===== config.mk =====
export PLATFORM = sky130hd
export DESIGN_NAME = dsr_engine_flat
export DESIGN_NICKNAME = d
export VERILOG_FILES = /design/src/hdl/dsr_pkg.sv /design/src/hdl/dsr_if.sv /design/src/hdl/dsr_fifo.sv /design/src/hdl/dsr_engine.sv /design/src/flat_wrapper.sv
export SDC_FILE = /design/constraint.sdc
export NUM_CORES = 2
export LEC_CHECK = 0
export ABC_CLOCK_PERIOD_IN_PS = 9620
export BUFFER_PORTS_ARGS = -buffer_cell sky130_fd_sc_hd__buf_2
export CAP_MARGIN = 0
export CORE_AREA = 8 8 292 294
export CTS_CLUSTER_DIAMETER = 200
export DETAILED_ROUTE_END_ITERATION = 10
export DIE_AREA = 0 0 300 302
export PLACE_DENSITY = 0.84
export SYNTH_ARGS = -nofsm -noshare
export SYNTH_HDL_FRONTEND = slang
export SYNTH_HIERARCHICAL = 1
export SYNTH_SLANG_ARGS = --single-unit

===== constraint.sdc =====
create_clock -name clk -period 9.62 [get_ports clk]
set_clock_uncertainty 0.05 [all_clocks]
set_input_delay 2.405 -clock clk [delete_from_list [all_inputs] [get_ports clk]]
set_output_delay 2.405 -clock clk [all_outputs]
set_load 0.02 [all_outputs]

===== src/hdl/dsr_pkg.sv =====
// dsr_pkg: shared constants and types of the four-channel dma suspend block
// assumes: one clock domain, channels served one at a time
package dsr_pkg;
  localparam int unsigned NUM_CH      = 4;
  localparam int unsigned CH_W        = 2;
  localparam int unsigned ADDR_W      = 32;
  localparam int unsigned CNT_W       = 16;
  localparam int unsigned DATA_W      = 16;
  localparam int unsigned FIFO_DEPTH  = 16;
  // transfer size select encoding
  localparam logic        SIZE_8BIT   = 1'h0;
  localparam logic        SIZE_16BIT  = 1'h1;
  // address direction encoding
  localparam logic [1:0]  DIR_INC     = 2'h0;
  localparam logic [1:0]  DIR_DEC     = 2'h1;
  localparam logic [1:0]  DIR_FIX     = 2'h2;
  // reset values
  localparam logic [ADDR_W-1:0] ADDR_RST = 32'h0000_0000;
  localparam logic [CNT_W-1:0]  CNT_RST  = 16'h0000;
  // cycles one unit spends in the move stage
  localparam int unsigned MOVE_CYC    = 1;

  typedef enum logic [1:0] {
    DSR_IDLE,
    DSR_MOVE,
    DSR_DONE
  } dsr_state_t;
endpackage : dsr_pkg


===== src/hdl/dsr_if.sv =====
// dsr_if: link between the channel engine and the request-source side
// assumes: both ends clocked by the same clk
`timescale 1ns/10ps
`default_nettype none
interface dsr_if (
  input wire logic clk,
  input wire logic rstn
);
  // per-channel peripheral requests and software channel bits
  logic [dsr_pkg::NUM_CH-1:0] req;
  logic [dsr_pkg::NUM_CH-1:0] enable;
  logic [dsr_pkg::NUM_CH-1:0] request_pending_flag;
  logic [dsr_pkg::NUM_CH-1:0] transfer_complete_flag;
  logic [dsr_pkg::NUM_CH-1:0] tc_clear;
  // moved data units toward the sink
  logic                       xfer_valid;
  logic                       xfer_ready;
  logic [dsr_pkg::DATA_W-1:0] xfer_data;
  logic [dsr_pkg::ADDR_W-1:0] xfer_dst;

  modport engine (
    input  clk, rstn, req, enable, tc_clear, xfer_ready,
    output request_pending_flag, transfer_complete_flag,
    output xfer_valid, xfer_data, xfer_dst
  );
  modport source (
    input  clk, rstn, request_pending_flag, transfer_complete_flag,
    input  xfer_valid, xfer_data, xfer_dst,
    output req, enable, tc_clear, xfer_ready
  );
endinterface : dsr_if
`default_nettype wire


===== src/hdl/dsr_fifo.sv =====
// dsr_fifo: parameterised synchronous fifo on the moved-data path
// assumes: single clock, valid/ready on both sides
`timescale 1ns/10ps
`default_nettype none
module dsr_fifo #(
  parameter int unsigned WIDTH = 48,
  parameter int unsigned DEPTH = 16
) (
  // clock and reset
  input  wire logic             clk,
  input  wire logic             rstn,
  // fill side
  input  wire logic             in_valid,
  output logic                  in_ready,
  input  wire logic [WIDTH-1:0] in_data,
  // drain side
  output logic                  out_valid,
  input  wire logic             out_ready,
  output logic [WIDTH-1:0]      out_data
);
  localparam int unsigned PW = $clog2(DEPTH);
  logic [WIDTH-1:0] mem_ff [DEPTH];
  logic [PW:0]      wp_ff;
  logic [PW:0]      rp_ff;
  wire              full  = (wp_ff[PW] != rp_ff[PW]) &&
                            (wp_ff[PW-1:0] == rp_ff[PW-1:0]);
  wire              empty = (wp_ff == rp_ff);
  wire              push  = in_valid && !full;
  wire              pop   = out_ready && !empty;

  assign in_ready  = !full;
  assign out_valid = !empty;
  assign out_data  = mem_ff[rp_ff[PW-1:0]];

  always_ff @(posedge clk) begin
    if (push) begin
      mem_ff[wp_ff[PW-1:0]] <= in_data;
    end
  end

  always_ff @(posedge clk or negedge rstn) begin
    if (!rstn) begin
      wp_ff <= '0;
      rp_ff <= '0;
    end else begin
      if (push) wp_ff <= wp_ff + 1'b1;
      if (pop)  rp_ff <= rp_ff + 1'b1;
    end
  end
endmodule : dsr_fifo
`default_nettype wire


===== src/hdl/dsr_engine.sv =====
// dsr_engine: four-channel dma engine with suspend and resume by enable
// Contract
// - software stops request source before suspend
// - pending flag is 1 while request waits
// - pending request still served; software waits
// - completion flag set when transfer finishes
// - enable 0 without pending suspends channel
// - enable 1 resumes from where it stopped
// - software restarts request source after resume
// - 16-bit odd addresses forced even
// - software keeps addresses inside their area
// - size select: 0 byte, 1 halfword
// - four independent channels 0 to 3
// assumes: channel setup ports written while the channel is disabled;
// the data path carries a pattern taken from the source address, memory itself lives outside.
`timescale 1ns/10ps
`default_nettype none
module dsr_engine (
  // link
  dsr_if.engine                                     lnk,
  // per-channel setup
  input  wire logic [dsr_pkg::NUM_CH-1:0]           setup_we,
  input  wire logic [dsr_pkg::ADDR_W-1:0]           setup_src,
  input  wire logic [dsr_pkg::ADDR_W-1:0]           setup_dst,
  input  wire logic [dsr_pkg::CNT_W-1:0]            setup_cnt,
  input  wire logic                                 setup_size,
  input  wire logic [1:0]                           setup_sdir,
  input  wire logic [1:0]                           setup_ddir,
  // status
  output logic [dsr_pkg::NUM_CH-1:0]                suspended,
  output logic [dsr_pkg::NUM_CH*dsr_pkg::CNT_W-1:0] remain_cnt
);
  localparam int unsigned N  = dsr_pkg::NUM_CH;
  localparam int unsigned AW = dsr_pkg::ADDR_W;
  localparam int unsigned CW = dsr_pkg::CNT_W;
  localparam int unsigned FW = dsr_pkg::DATA_W + AW;

  function automatic logic [AW-1:0] step_addr(
    input logic [AW-1:0] a, input logic [1:0] dir, input logic sz);
    logic [AW-1:0] inc;
    inc = (sz == dsr_pkg::SIZE_16BIT) ? 32'h0000_0002 : 32'h0000_0001;
    case (dir)
      dsr_pkg::DIR_INC: step_addr = a + inc;
      dsr_pkg::DIR_DEC: step_addr = a - inc;
      default:          step_addr = a;
    endcase
  endfunction : step_addr

  // 16-bit units ignore bit 0 of the address
  function automatic logic [AW-1:0] align(
    input logic [AW-1:0] a, input logic sz);
    align = (sz == dsr_pkg::SIZE_16BIT) ? {a[AW-1:1], 1'b0} : a;
  endfunction : align

  localparam int unsigned DW = dsr_pkg::DATA_W;
  wire                    clk_w = lnk.clk;

  // per-channel setup and progress
  logic [N-1:0]        pend_ff;
  logic [N-1:0]        tc_ff;
  logic [N-1:0]        size_ff;
  logic [1:0]          sdir_ff [N];
  logic [1:0]          ddir_ff [N];
  logic [AW-1:0]       src_ff  [N];
  logic [AW-1:0]       dst_ff  [N];
  logic [CW-1:0]       cnt_ff  [N];
  // shared service stage
  logic [1:0]          ch_ff;
  logic [1:0]          nxt_ch;
  dsr_pkg::dsr_state_t st_ff;
  dsr_pkg::dsr_state_t nxt_st;

  // arbiter: lowest channel number with a pending request, enable and no completion flag
  logic [N-1:0] serve_req;
  logic         any_req;
  logic [1:0]   pick;
  assign serve_req = pend_ff & lnk.enable & ~tc_ff;
  assign any_req   = |serve_req;
  always_comb begin
    pick = 2'h0;
    for (int i = N - 1; i >= 0; i--) begin
      if (serve_req[i]) begin
        pick = 2'(i);
      end
    end
  end

  // one unit in flight at a time: pick, move, then a rest cycle
  logic fifo_ready;
  wire  in_move = (st_ff == dsr_pkg::DSR_MOVE);
  wire  do_move = in_move && fifo_ready;

  always_comb begin
    nxt_st = st_ff;
    nxt_ch = ch_ff;
    case (st_ff)
      dsr_pkg::DSR_IDLE: begin
        if (any_req) begin
          nxt_st = dsr_pkg::DSR_MOVE;
          nxt_ch = pick;
        end
      end
      // a started unit finishes even if the enable drops meanwhile
      dsr_pkg::DSR_MOVE: begin
        if (fifo_ready) begin
          nxt_st = dsr_pkg::DSR_DONE;
        end
      end
      default: begin
        nxt_st = dsr_pkg::DSR_IDLE;
      end
    endcase
  end

  always_ff @(posedge clk_w or negedge lnk.rstn) begin
    if (!lnk.rstn) begin
      st_ff <= dsr_pkg::DSR_IDLE;
      ch_ff <= 2'h0;
    end else begin
      st_ff <= nxt_st;
      ch_ff <= nxt_ch;
    end
  end

  // head unit of the channel in service
  wire          cur_size  = size_ff[ch_ff];
  wire [AW-1:0] cur_src   = align(src_ff[ch_ff], cur_size);
  wire [AW-1:0] cur_dst   = align(dst_ff[ch_ff], cur_size);
  // data pattern: byte units carry only the low byte
  wire [DW-1:0] byte_data = {8'h00, cur_src[7:0]};
  wire [DW-1:0] half_data = cur_src[DW-1:0];
  wire [DW-1:0] cur_data  = (cur_size == dsr_pkg::SIZE_8BIT)
                            ? byte_data : half_data;

  genvar g;
  generate
    for (g = 0; g < N; g++) begin : g_ch
      wire          mine_move = do_move && (ch_ff == 2'(g));
      wire          last_unit = (cnt_ff[g] == 16'h0001);
      wire          load      = setup_we[g];
      // a new request wins over the clear by service
      wire          nxt_pend  = lnk.req[g] || (pend_ff[g] && !mine_move);
      // completion wins over a clear in the same cycle
      wire          set_tc    = mine_move && last_unit;
      wire          clr_tc    = lnk.tc_clear[g] || load;
      wire          nxt_tc    = set_tc || (tc_ff[g] && !clr_tc);
      // only a served unit steps these, so a suspend freezes them
      wire [AW-1:0] src_step  = step_addr(src_ff[g], sdir_ff[g], size_ff[g]);
      wire [AW-1:0] dst_step  = step_addr(dst_ff[g], ddir_ff[g], size_ff[g]);
      wire [CW-1:0] cnt_step  = cnt_ff[g] - 16'h0001;
      wire [AW-1:0] kept_src  = mine_move ? src_step : src_ff[g];
      wire [AW-1:0] kept_dst  = mine_move ? dst_step : dst_ff[g];
      wire [CW-1:0] kept_cnt  = mine_move ? cnt_step : cnt_ff[g];
      wire          nxt_size  = load ? setup_size : size_ff[g];
      wire [1:0]    nxt_sdir  = load ? setup_sdir : sdir_ff[g];
      wire [1:0]    nxt_ddir  = load ? setup_ddir : ddir_ff[g];
      wire [AW-1:0] nxt_src   = load ? setup_src  : kept_src;
      wire [AW-1:0] nxt_dst   = load ? setup_dst  : kept_dst;
      wire [CW-1:0] nxt_cnt   = load ? setup_cnt  : kept_cnt;

      always_ff @(posedge clk_w or negedge lnk.rstn) begin
        if (!lnk.rstn) begin
          pend_ff[g] <= 1'b0;
          tc_ff[g]   <= 1'b0;
        end else begin
          pend_ff[g] <= nxt_pend;
          tc_ff[g]   <= nxt_tc;
        end
      end

      always_ff @(posedge clk_w or negedge lnk.rstn) begin
        if (!lnk.rstn) begin
          size_ff[g] <= dsr_pkg::SIZE_8BIT;
          sdir_ff[g] <= dsr_pkg::DIR_INC;
          ddir_ff[g] <= dsr_pkg::DIR_INC;
          src_ff[g]  <= dsr_pkg::ADDR_RST;
          dst_ff[g]  <= dsr_pkg::ADDR_RST;
          cnt_ff[g]  <= dsr_pkg::CNT_RST;
        end else begin
          size_ff[g] <= nxt_size;
          sdir_ff[g] <= nxt_sdir;
          ddir_ff[g] <= nxt_ddir;
          src_ff[g]  <= nxt_src;
          dst_ff[g]  <= nxt_dst;
          cnt_ff[g]  <= nxt_cnt;
        end
      end

      // resumes with the held addresses as soon as enable returns
      assign suspended[g] = !lnk.enable[g] && !tc_ff[g];
      assign remain_cnt[g*CW +: CW] = cnt_ff[g];
    end
  endgenerate

  assign lnk.request_pending_flag   = pend_ff;
  assign lnk.transfer_complete_flag = tc_ff;

  // a fifo word holds the data above the destination address
  wire [FW-1:0] fifo_in = {cur_data, cur_dst};
  wire [FW-1:0] fifo_out;

  dsr_fifo #(
    .WIDTH (FW),
    .DEPTH (dsr_pkg::FIFO_DEPTH)
  ) dsr_fifo_i (
    .clk       (clk_w),
    .rstn      (lnk.rstn),
    .in_valid  (in_move),
    .in_ready  (fifo_ready),
    .in_data   (fifo_in),
    .out_valid (lnk.xfer_valid),
    .out_ready (lnk.xfer_ready),
    .out_data  (fifo_out)
  );

  assign lnk.xfer_data = fifo_out[FW-1:AW];
  assign lnk.xfer_dst  = fifo_out[AW-1:0];
endmodule : dsr_engine
`default_nettype wire


===== src/flat_wrapper.sv =====
// flat-port wrapper written by rule: the top's interface ports become plain ports
module dsr_engine_flat 
  (setup_we, setup_src, setup_dst, setup_cnt, setup_size, setup_sdir, setup_ddir, suspended, remain_cnt, clk, rstn, lnk_req, lnk_enable, lnk_tc_clear, lnk_xfer_ready, lnk_request_pending_flag, lnk_transfer_complete_flag, lnk_xfer_valid, lnk_xfer_data, lnk_xfer_dst);
  dsr_if lnk_i (.clk(clk), .rstn(rstn));
  input  wire logic [dsr_pkg::NUM_CH-1:0] setup_we;
  input  wire logic [dsr_pkg::ADDR_W-1:0] setup_src;
  input  wire logic [dsr_pkg::ADDR_W-1:0] setup_dst;
  input  wire logic [dsr_pkg::CNT_W-1:0] setup_cnt;
  input  wire logic setup_size;
  input  wire logic [1:0] setup_sdir;
  input  wire logic [1:0] setup_ddir;
  output logic [dsr_pkg::NUM_CH-1:0] suspended;
  output logic [dsr_pkg::NUM_CH*dsr_pkg::CNT_W-1:0] remain_cnt;
  input wire logic clk;
  input wire logic rstn;
  input wire logic [$bits(lnk_i.req)-1:0] lnk_req;
  input wire logic [$bits(lnk_i.enable)-1:0] lnk_enable;
  input wire logic [$bits(lnk_i.tc_clear)-1:0] lnk_tc_clear;
  input wire logic [$bits(lnk_i.xfer_ready)-1:0] lnk_xfer_ready;
  output wire logic [$bits(lnk_i.request_pending_flag)-1:0] lnk_request_pending_flag;
  output wire logic [$bits(lnk_i.transfer_complete_flag)-1:0] lnk_transfer_complete_flag;
  output wire logic [$bits(lnk_i.xfer_valid)-1:0] lnk_xfer_valid;
  output wire logic [$bits(lnk_i.xfer_data)-1:0] lnk_xfer_data;
  output wire logic [$bits(lnk_i.xfer_dst)-1:0] lnk_xfer_dst;
  assign lnk_i.req = lnk_req;
  assign lnk_i.enable = lnk_enable;
  assign lnk_i.tc_clear = lnk_tc_clear;
  assign lnk_i.xfer_ready = lnk_xfer_ready;
  assign lnk_request_pending_flag = lnk_i.request_pending_flag;
  assign lnk_transfer_complete_flag = lnk_i.transfer_complete_flag;
  assign lnk_xfer_valid = lnk_i.xfer_valid;
  assign lnk_xfer_data = lnk_i.xfer_data;
  assign lnk_xfer_dst = lnk_i.xfer_dst;
  dsr_engine u_core (.lnk(lnk_i), .setup_we(setup_we), .setup_src(setup_src), .setup_dst(setup_dst), .setup_cnt(setup_cnt), .setup_size(setup_size), .setup_sdir(setup_sdir), .setup_ddir(setup_ddir), .suspended(suspended), .remain_cnt(remain_cnt));
endmodule

# After elaboration in Yosys (flattened, before gate mapping)
# Memories as Yosys holds them, arrays and structs flattened.
# Cells that the tools add are included.
# word_totals
regBits,362
ramBits,768
in_bits,104
output_inout_bits,125
word_cells,228
n_memories,1
# mem_list
memory,words,width,read_ports,rd_clocked_by_memory_dff,wr,line_no,text
u_core.dsr_fifo_i.mem_ff,16,48,1,0,1,dsr_fifo.sv:22,logic [WIDTH-1:0] mem_ff [DEPTH];
# classes
add_sub_neg,22
magnitude_cmp,2
n_eq_ne,21
n_mux,56
bitwise_logic,4
n_reduce_logical,86
# ops
cell,n
$mux W32,18
$pmux W32 S2,8
$add A32 B32 Y32,8
$sub A32 B32 Y32,8
$mux W16,11
$bmux W32 S2,2
$eq A16 B1 Y1 const B,4
$sub A16 B1 Y16 const B,4
$reduce_bool A3 Y1,8
$logic_and A1 B1 Y1,23
$eq A2 B1 Y1 const B,10
$logic_not A2 Y1,10
$mux W2,10
$reduce_and A2 Y1,10
$logic_not A1 Y1,18
$logic_or A1 B1 Y1,12
$add A5 B1 Y5 const B,2
$and A4 B4 Y4,2
$reduce_bool A2 Y1,4
$eq A5 B5 Y1,1
$mux W1,5
$eq A2 B2 Y1 const B,2
$eq A4 B4 Y1,1
$not A4 Y4,1
other kinds (9),9

# Depth between registers and ports, before layout
# depth
word_depth,8
depth_mapped,16
depth_no_buf,12

# Cells and area by module
# Netlist, hierarchy kept.
# modules_own_cells
module,n_inst,cells_per_inst,area_per_inst_um2,seq_area_each_um2
dsr_fifo,1,1359,29978.8,23312.4
dsr_engine,1,2842,23333.6,7206.9

# Worst setup path before layout
# OpenSTA, ideal clock, no wires.
# synth_path
path_kind,input to output
startpoint,input port lnk_enable[0]
endpoint,output port suspended[0] (netlist bit)
t_arrival_ps,2698
t_required_ps,7165
slack_ps,4467
path_stages,1
n_path_buf,0
path_cell_list,nor2_1
# synth_between
elab_chain_cells,2
# synth_lines
element,line_no,text
from (decl),flat_wrapper.sv:17,input wire logic [$bits(lnk_i.enable)-1:0] lnk_enable;
$logic_not A1 Y1,dsr_engine.sv:190,assign suspended[g] = !lnk.enable[g] && !tc_ff[g];
$logic_and A1 B1 Y1,dsr_engine.sv:190,
to (decl),flat_wrapper.sv:12,output logic [dsr_pkg::NUM_CH-1:0] suspended;
# No other way between the ends.

# Final worst setup path
# layout_path
startpoint,register u_core.dsr_fifo_i.rp_ff[1]
endpoint,output port lnk_xfer_dst[7]
# layout_between
elab_chain_cells,1
# layout_lines
element,line_no,text
from (decl),dsr_fifo.sv:24,logic [PW:0] rp_ff;
from (signal assigned),dsr_fifo.sv:47,if (pop) rp_ff <= rp_ff + 1'b1;
$mem_v2 Z16 W48,n/a,
to (decl),flat_wrapper.sv:24,output wire logic [$bits(lnk_i.xfer_dst)-1:0] lnk_xfer_dst;
# No other way between the ends.

==> reports/qor.csv <==
stage,metric,value,unit
detailed_routing,DR DRC count,0,
clock_network,Post-CTS Resized,0,
detailed_routing,routed wire length,153000,um
critical_path,"critical path, cell by cell","buf_12, mux2i_1, a22oi_1, mux2i_1, o21ai_1, buf_2",
critical_path,Crit Path Category,reg -> out,
floorplanning,Row Count,105,
clock_network,Root Driver,clkbuf_16,
clock_network,CTS sink cnt,1066,
detailed_routing,DRT Pass-1 Iters,8,
sta,max_slew headroom,10.2,%
finish,fin nets,4481,
placed_design,Place WS,4.01,ns
synthesis,Post-Syn Area per Cell,12.7,um2
pwr,Net Switching,5.88,mW
pwr,pwr/cell area,278,mW/mm2
grt,largest net degree at the start of global routing,167,
synthesis,most numerous cell in the Yosys netlist,edfxtp_1,
floorplanning,CORE AREA,0.0809,mm2
sta,period utilization,66.7,%
critical_path,CP max stage delay,1.05,ns
sta,Slew Limit Fails,0,
placed_design,gpl congestion,0.985,
pwr,Switching Share,36.1,%
synthesis,Post-synth top cells,"768 x edfxtp_1, 356 x nand2_1, 298 x dfrtp_1, 261 x o21ai_0, 252 x nor2_1",
floorplanning,DIE AREA,0.0906,mm2
critical_path,R2R Path Start,u_core/dsr_fifo_i/rp_ff[1]$_DFFE_PN0P_,
synthesis,number of synthesized flops with an enable pin,768,
sta,unrepaired setup endpoints after global routing,false,
pwr,worst vdd ir,272,uV
sta,fmax,156,MHz
grt,first-pass GRT wire length,229000,um
critical_path,"CP delay by family, top",flip-flops,
sta,Slew @ Worst Pin,1.34,ns
pwr,Power Internal,10.4,mW
placed_design,IO Port Bufs,212,
sta,final hold viol count,0,
clock_network,total CTS buffers,104,
pwr,LEAKAGE,20.9,nW
clock_network,maximum clock insertion buffer count,3,
critical_path,slowest library cell on the worst path,dfrtp_4,
synthesis,Yosys reg bits,1066,
grt,initial antenna violation count,10,
finish,Post-Layout Cell Count,5451,
pwr,Seq pwr share,40.9,%
synthesis,Gate Count Post-Synth,4201,
critical_path,CP endpoint kind,output pin,
grt,GR Overflow Total,0,
sta,setup_tns,0,ns
floorplanning,Initial Utilization,65.9,%
synthesis,ys async rst share,28.0,%
floorplanning,IO Pins,229,
synthesis,Mapped Area,0.0533,mm2
pwr,power share of the clock group,25.7,%
finish,Filler Cells Inserted,5163,
outcome,status,finished clean,
critical_path,cell mode on critical path,mux2i_1,
sta,min cycle time layout,6.42,ns
placed_design,placed cells,5252,
critical_path,worst path required time,7.17,ns
critical_path,critical path arrival,3.96,ns
finish,fin area,0.0586,mm2
clock_network,Worst-Skew Late Latency,0.70,ns
hold_path,min-delay worst type,reg -> reg,
critical_path,Worst path depth,6,
placed_design,post-DP HPWL,91800,um
detailed_routing,vias per inst,6.96,
clock_network,TritonCTS clock tree,yes,
finish,layout cells sized above 1,17.0,%
synthesis,Synth area leader,edfxtp_1,
clock_network,Post-CTS Setup Bufs,0,
critical_path,crit-path max FO,132,
clock_network,"Hold-fix buffers, CTS",0,
clock_network,"Reg clk slew, reported paths",0.07,ns
detailed_routing,number of DRC markers in iteration 0,5055,
critical_path,Crit path buffers/inverters,2,
critical_path,CP Launch Type,flop,
placed_design,dpl cell area,0.0550,mm2
synthesis,post-synth top area share,43.3,%
finish,Area Overhead vs Synth,9.84,%
detailed_routing,antenna-violating nets left,0,
grt,vias in the first global route,37700,
critical_path,R2R cell count,11,
floorplanning,Die W,300,um
sta,setup slack after layout,3.20,ns
synthesis,Most used DFF post-synth,edfxtp_1,
synthesis,Synth cell types,94,
synthesis,post-synthesis sequential area ratio,57.2,%
critical_path,RR Endpoint,u_core/dst_ff[31]$_DFFE_PN0P_,
sta,final setup fails,0,
detailed_routing,vias,37900,
critical_path,crit path capture,lnk_xfer_dst[7],
pwr,power share of the combinational group,33.4,%
critical_path,CP startpoint,u_core/dsr_fifo_i/rp_ff[1]$_DFFE_PN0P_,
critical_path,R2R Setup Slk,4.47,ns
detailed_routing,drt wl/cell,28.1,um
grt,gr usage total,33.2,%
floorplanning,Die Height,302,um
clock_network,H-tree depth,3,
synthesis,Area contributors post-synth,"edfxtp_1 43%, dfrtp_1 14%, mux4_2 7.9%",
flow_run,MaxCap Viol Count,0,
synthesis,Syn. warnings,6,
synthesis,Syn Nets,4394,
-- flip-flops by register name, indices dropped and copies added, names as in the netlist --
signal / count
u_core/dsr_fifo_i/wp_ff: 5
u_core/ch_ff: 2
u_core/ddir_ff: 8
u_core/dst_ff: 128
u_core/remain_cnt: 64
u_core/src_ff: 64
u_core/st_ff: 2
u_core/dsr_fifo_i/rp_ff: 5
u_core/lnk.transfer_complete_flag: 4
u_core/sdir_ff: 8
u_core/size_ff: 4
u_core/dsr_fifo_i/mem_ff: 768
u_core/lnk.request_pending_flag: 4
-- cell type report --
type | count | area, um2 | area share, %
Antenna cell | 5 | 12.5 | 0.0214
Clock buffer | 136 | 2810 | 4.81
Clock inverter | 58 | 691 | 1.18
Inverter | 60 | 225 | 0.385
Multi-Input combinational cell | 2795 | 21500 | 36.6
Sequential cell | 1066 | 30500 | 52.1
Tap cell | 1070 | 1340 | 2.29
Timing Repair Buffer | 261 | 1490 | 2.54
-- cells in the final DEF, fill, tap and decap left out, types with 20 or more instances in the layout --
cell type	instances
nand2_1	356
or4_1	22
nor4_1	53
mux2_2	67
a32oi_1	51
nor2b_1	30
xor2_1	78
xnor2_1	147
nor2_1	240
dfrtp_1	293
o211ai_1	20
a31oi_1	30
nand3_1	97
buf_2	207
clkbuf_1	24
a21o_1	28
a211oi_1	29
nand4_1	51
edfxtp_1	768
mux4_2	188
mux2i_1	202
inv_1	56
and2_1	22
clkbuf_16	105
buf_4	50
nand2b_1	30
a22oi_1	65
o21ai_1	53
or3_1	32
a21oi_1	153
o21ai_0	261
nor3_1	114
and3_1	48
ha_1	81
-- metal layers --
metal,vias up,share of wire (%),global-route usage [%]
met5,-,0.039,0
met4,10,5.4,16.0
met3,542,11,6.05
met2,2548,47,53.9
met1,18600,36,43.5
li1,16300,-,-
-- metrics by stage --
step | power (mW) | util (%) | hold WS [ns]
2_1_floorplan | 10.3 | - | 0.432
3_3_place_gp | 11.8 | 68.0 | 0.429
3_5_place_dp | 12.0 | 68.0 | 0.440
4_1_cts | 16.2 | 72.3 | 0.453
5_1_grt | 16.8 | 72.3 | 0.474
6_report | 16.3 | 72.4 | 0.449
-- cells by family (layout without fill, tap and decap cells) --
kind of cell    Yosys count  after routing  synth area share (%)
mux                     464            464                  13.5
compound gates          818            818                  9.61
flops                  1066           1066                  57.2
other cells               0              5                     0
fa+ha+maj                89             89                  2.20
simple gates           1199           1199                  11.0
buf+inv                 340            515                  2.76
xor+xnor                225            225                  3.70
-- power by group through the flow --
| stage | logic, mW | registers (mW) | clock network (mW) |
|---|---|---|---|
| final | 5.43 | 6.65 | 4.18 |
| after global routing | 5.74 | 6.69 | 4.38 |
| after CTS | 5.38 | 6.63 | 4.20 |
| after detailed placement | 5.29 | 6.70 | 0 |
| after global placement | 5.13 | 6.66 | 0 |
| after floorplan | 3.91 | 6.35 | 0 |
-- how the worst min path moves through the flow --
| stage | cells after the start | slack, ns | startpoint | endpoint |
|---|---|---|---|---|
| 2_1_floorplan | 1 | 0.43 | u_core/sdir_ff[0]$_DFFE_PN0P_ | u_core/sdir_ff[0]$_DFFE_PN0P_ |
| 3_3_place_gp | 1 | 0.43 | u_core/lnk.request_pending_flag[3]$_DFF_PN0_ | u_core/lnk.request_pending_flag[3]$_DFF_PN0_ |
| 3_5_place_dp | 1 | 0.44 | u_core/lnk.request_pending_flag[3]$_DFF_PN0_ | u_core/lnk.request_pending_flag[3]$_DFF_PN0_ |
| 4_1_cts | 1 | 0.45 | u_core/lnk.request_pending_flag[3]$_DFF_PN0_ | u_core/lnk.request_pending_flag[3]$_DFF_PN0_ |
| 5_1_grt | 1 | 0.47 | u_core/lnk.request_pending_flag[2]$_DFF_PN0_ | u_core/lnk.request_pending_flag[2]$_DFF_PN0_ |
| 6_report | 1 | 0.45 | u_core/lnk.request_pending_flag[3]$_DFF_PN0_ | u_core/lnk.request_pending_flag[3]$_DFF_PN0_ |
-- worst reg2reg max path: stages, from the launching register on --
cell and delay [ns]:
dfrtp_4 1.05, xnor2_1 0.22, and4_1 0.34, nand2b_1 0.33, nand3b_1 0.25, clkinv_1 0.18
nand3_1 0.47, nor2_1 1.13, nand2_1 0.23, nor4_1 0.44, nor3_1 0.10, o31ai_1 0.23
(Power assumes the default switching activity.)
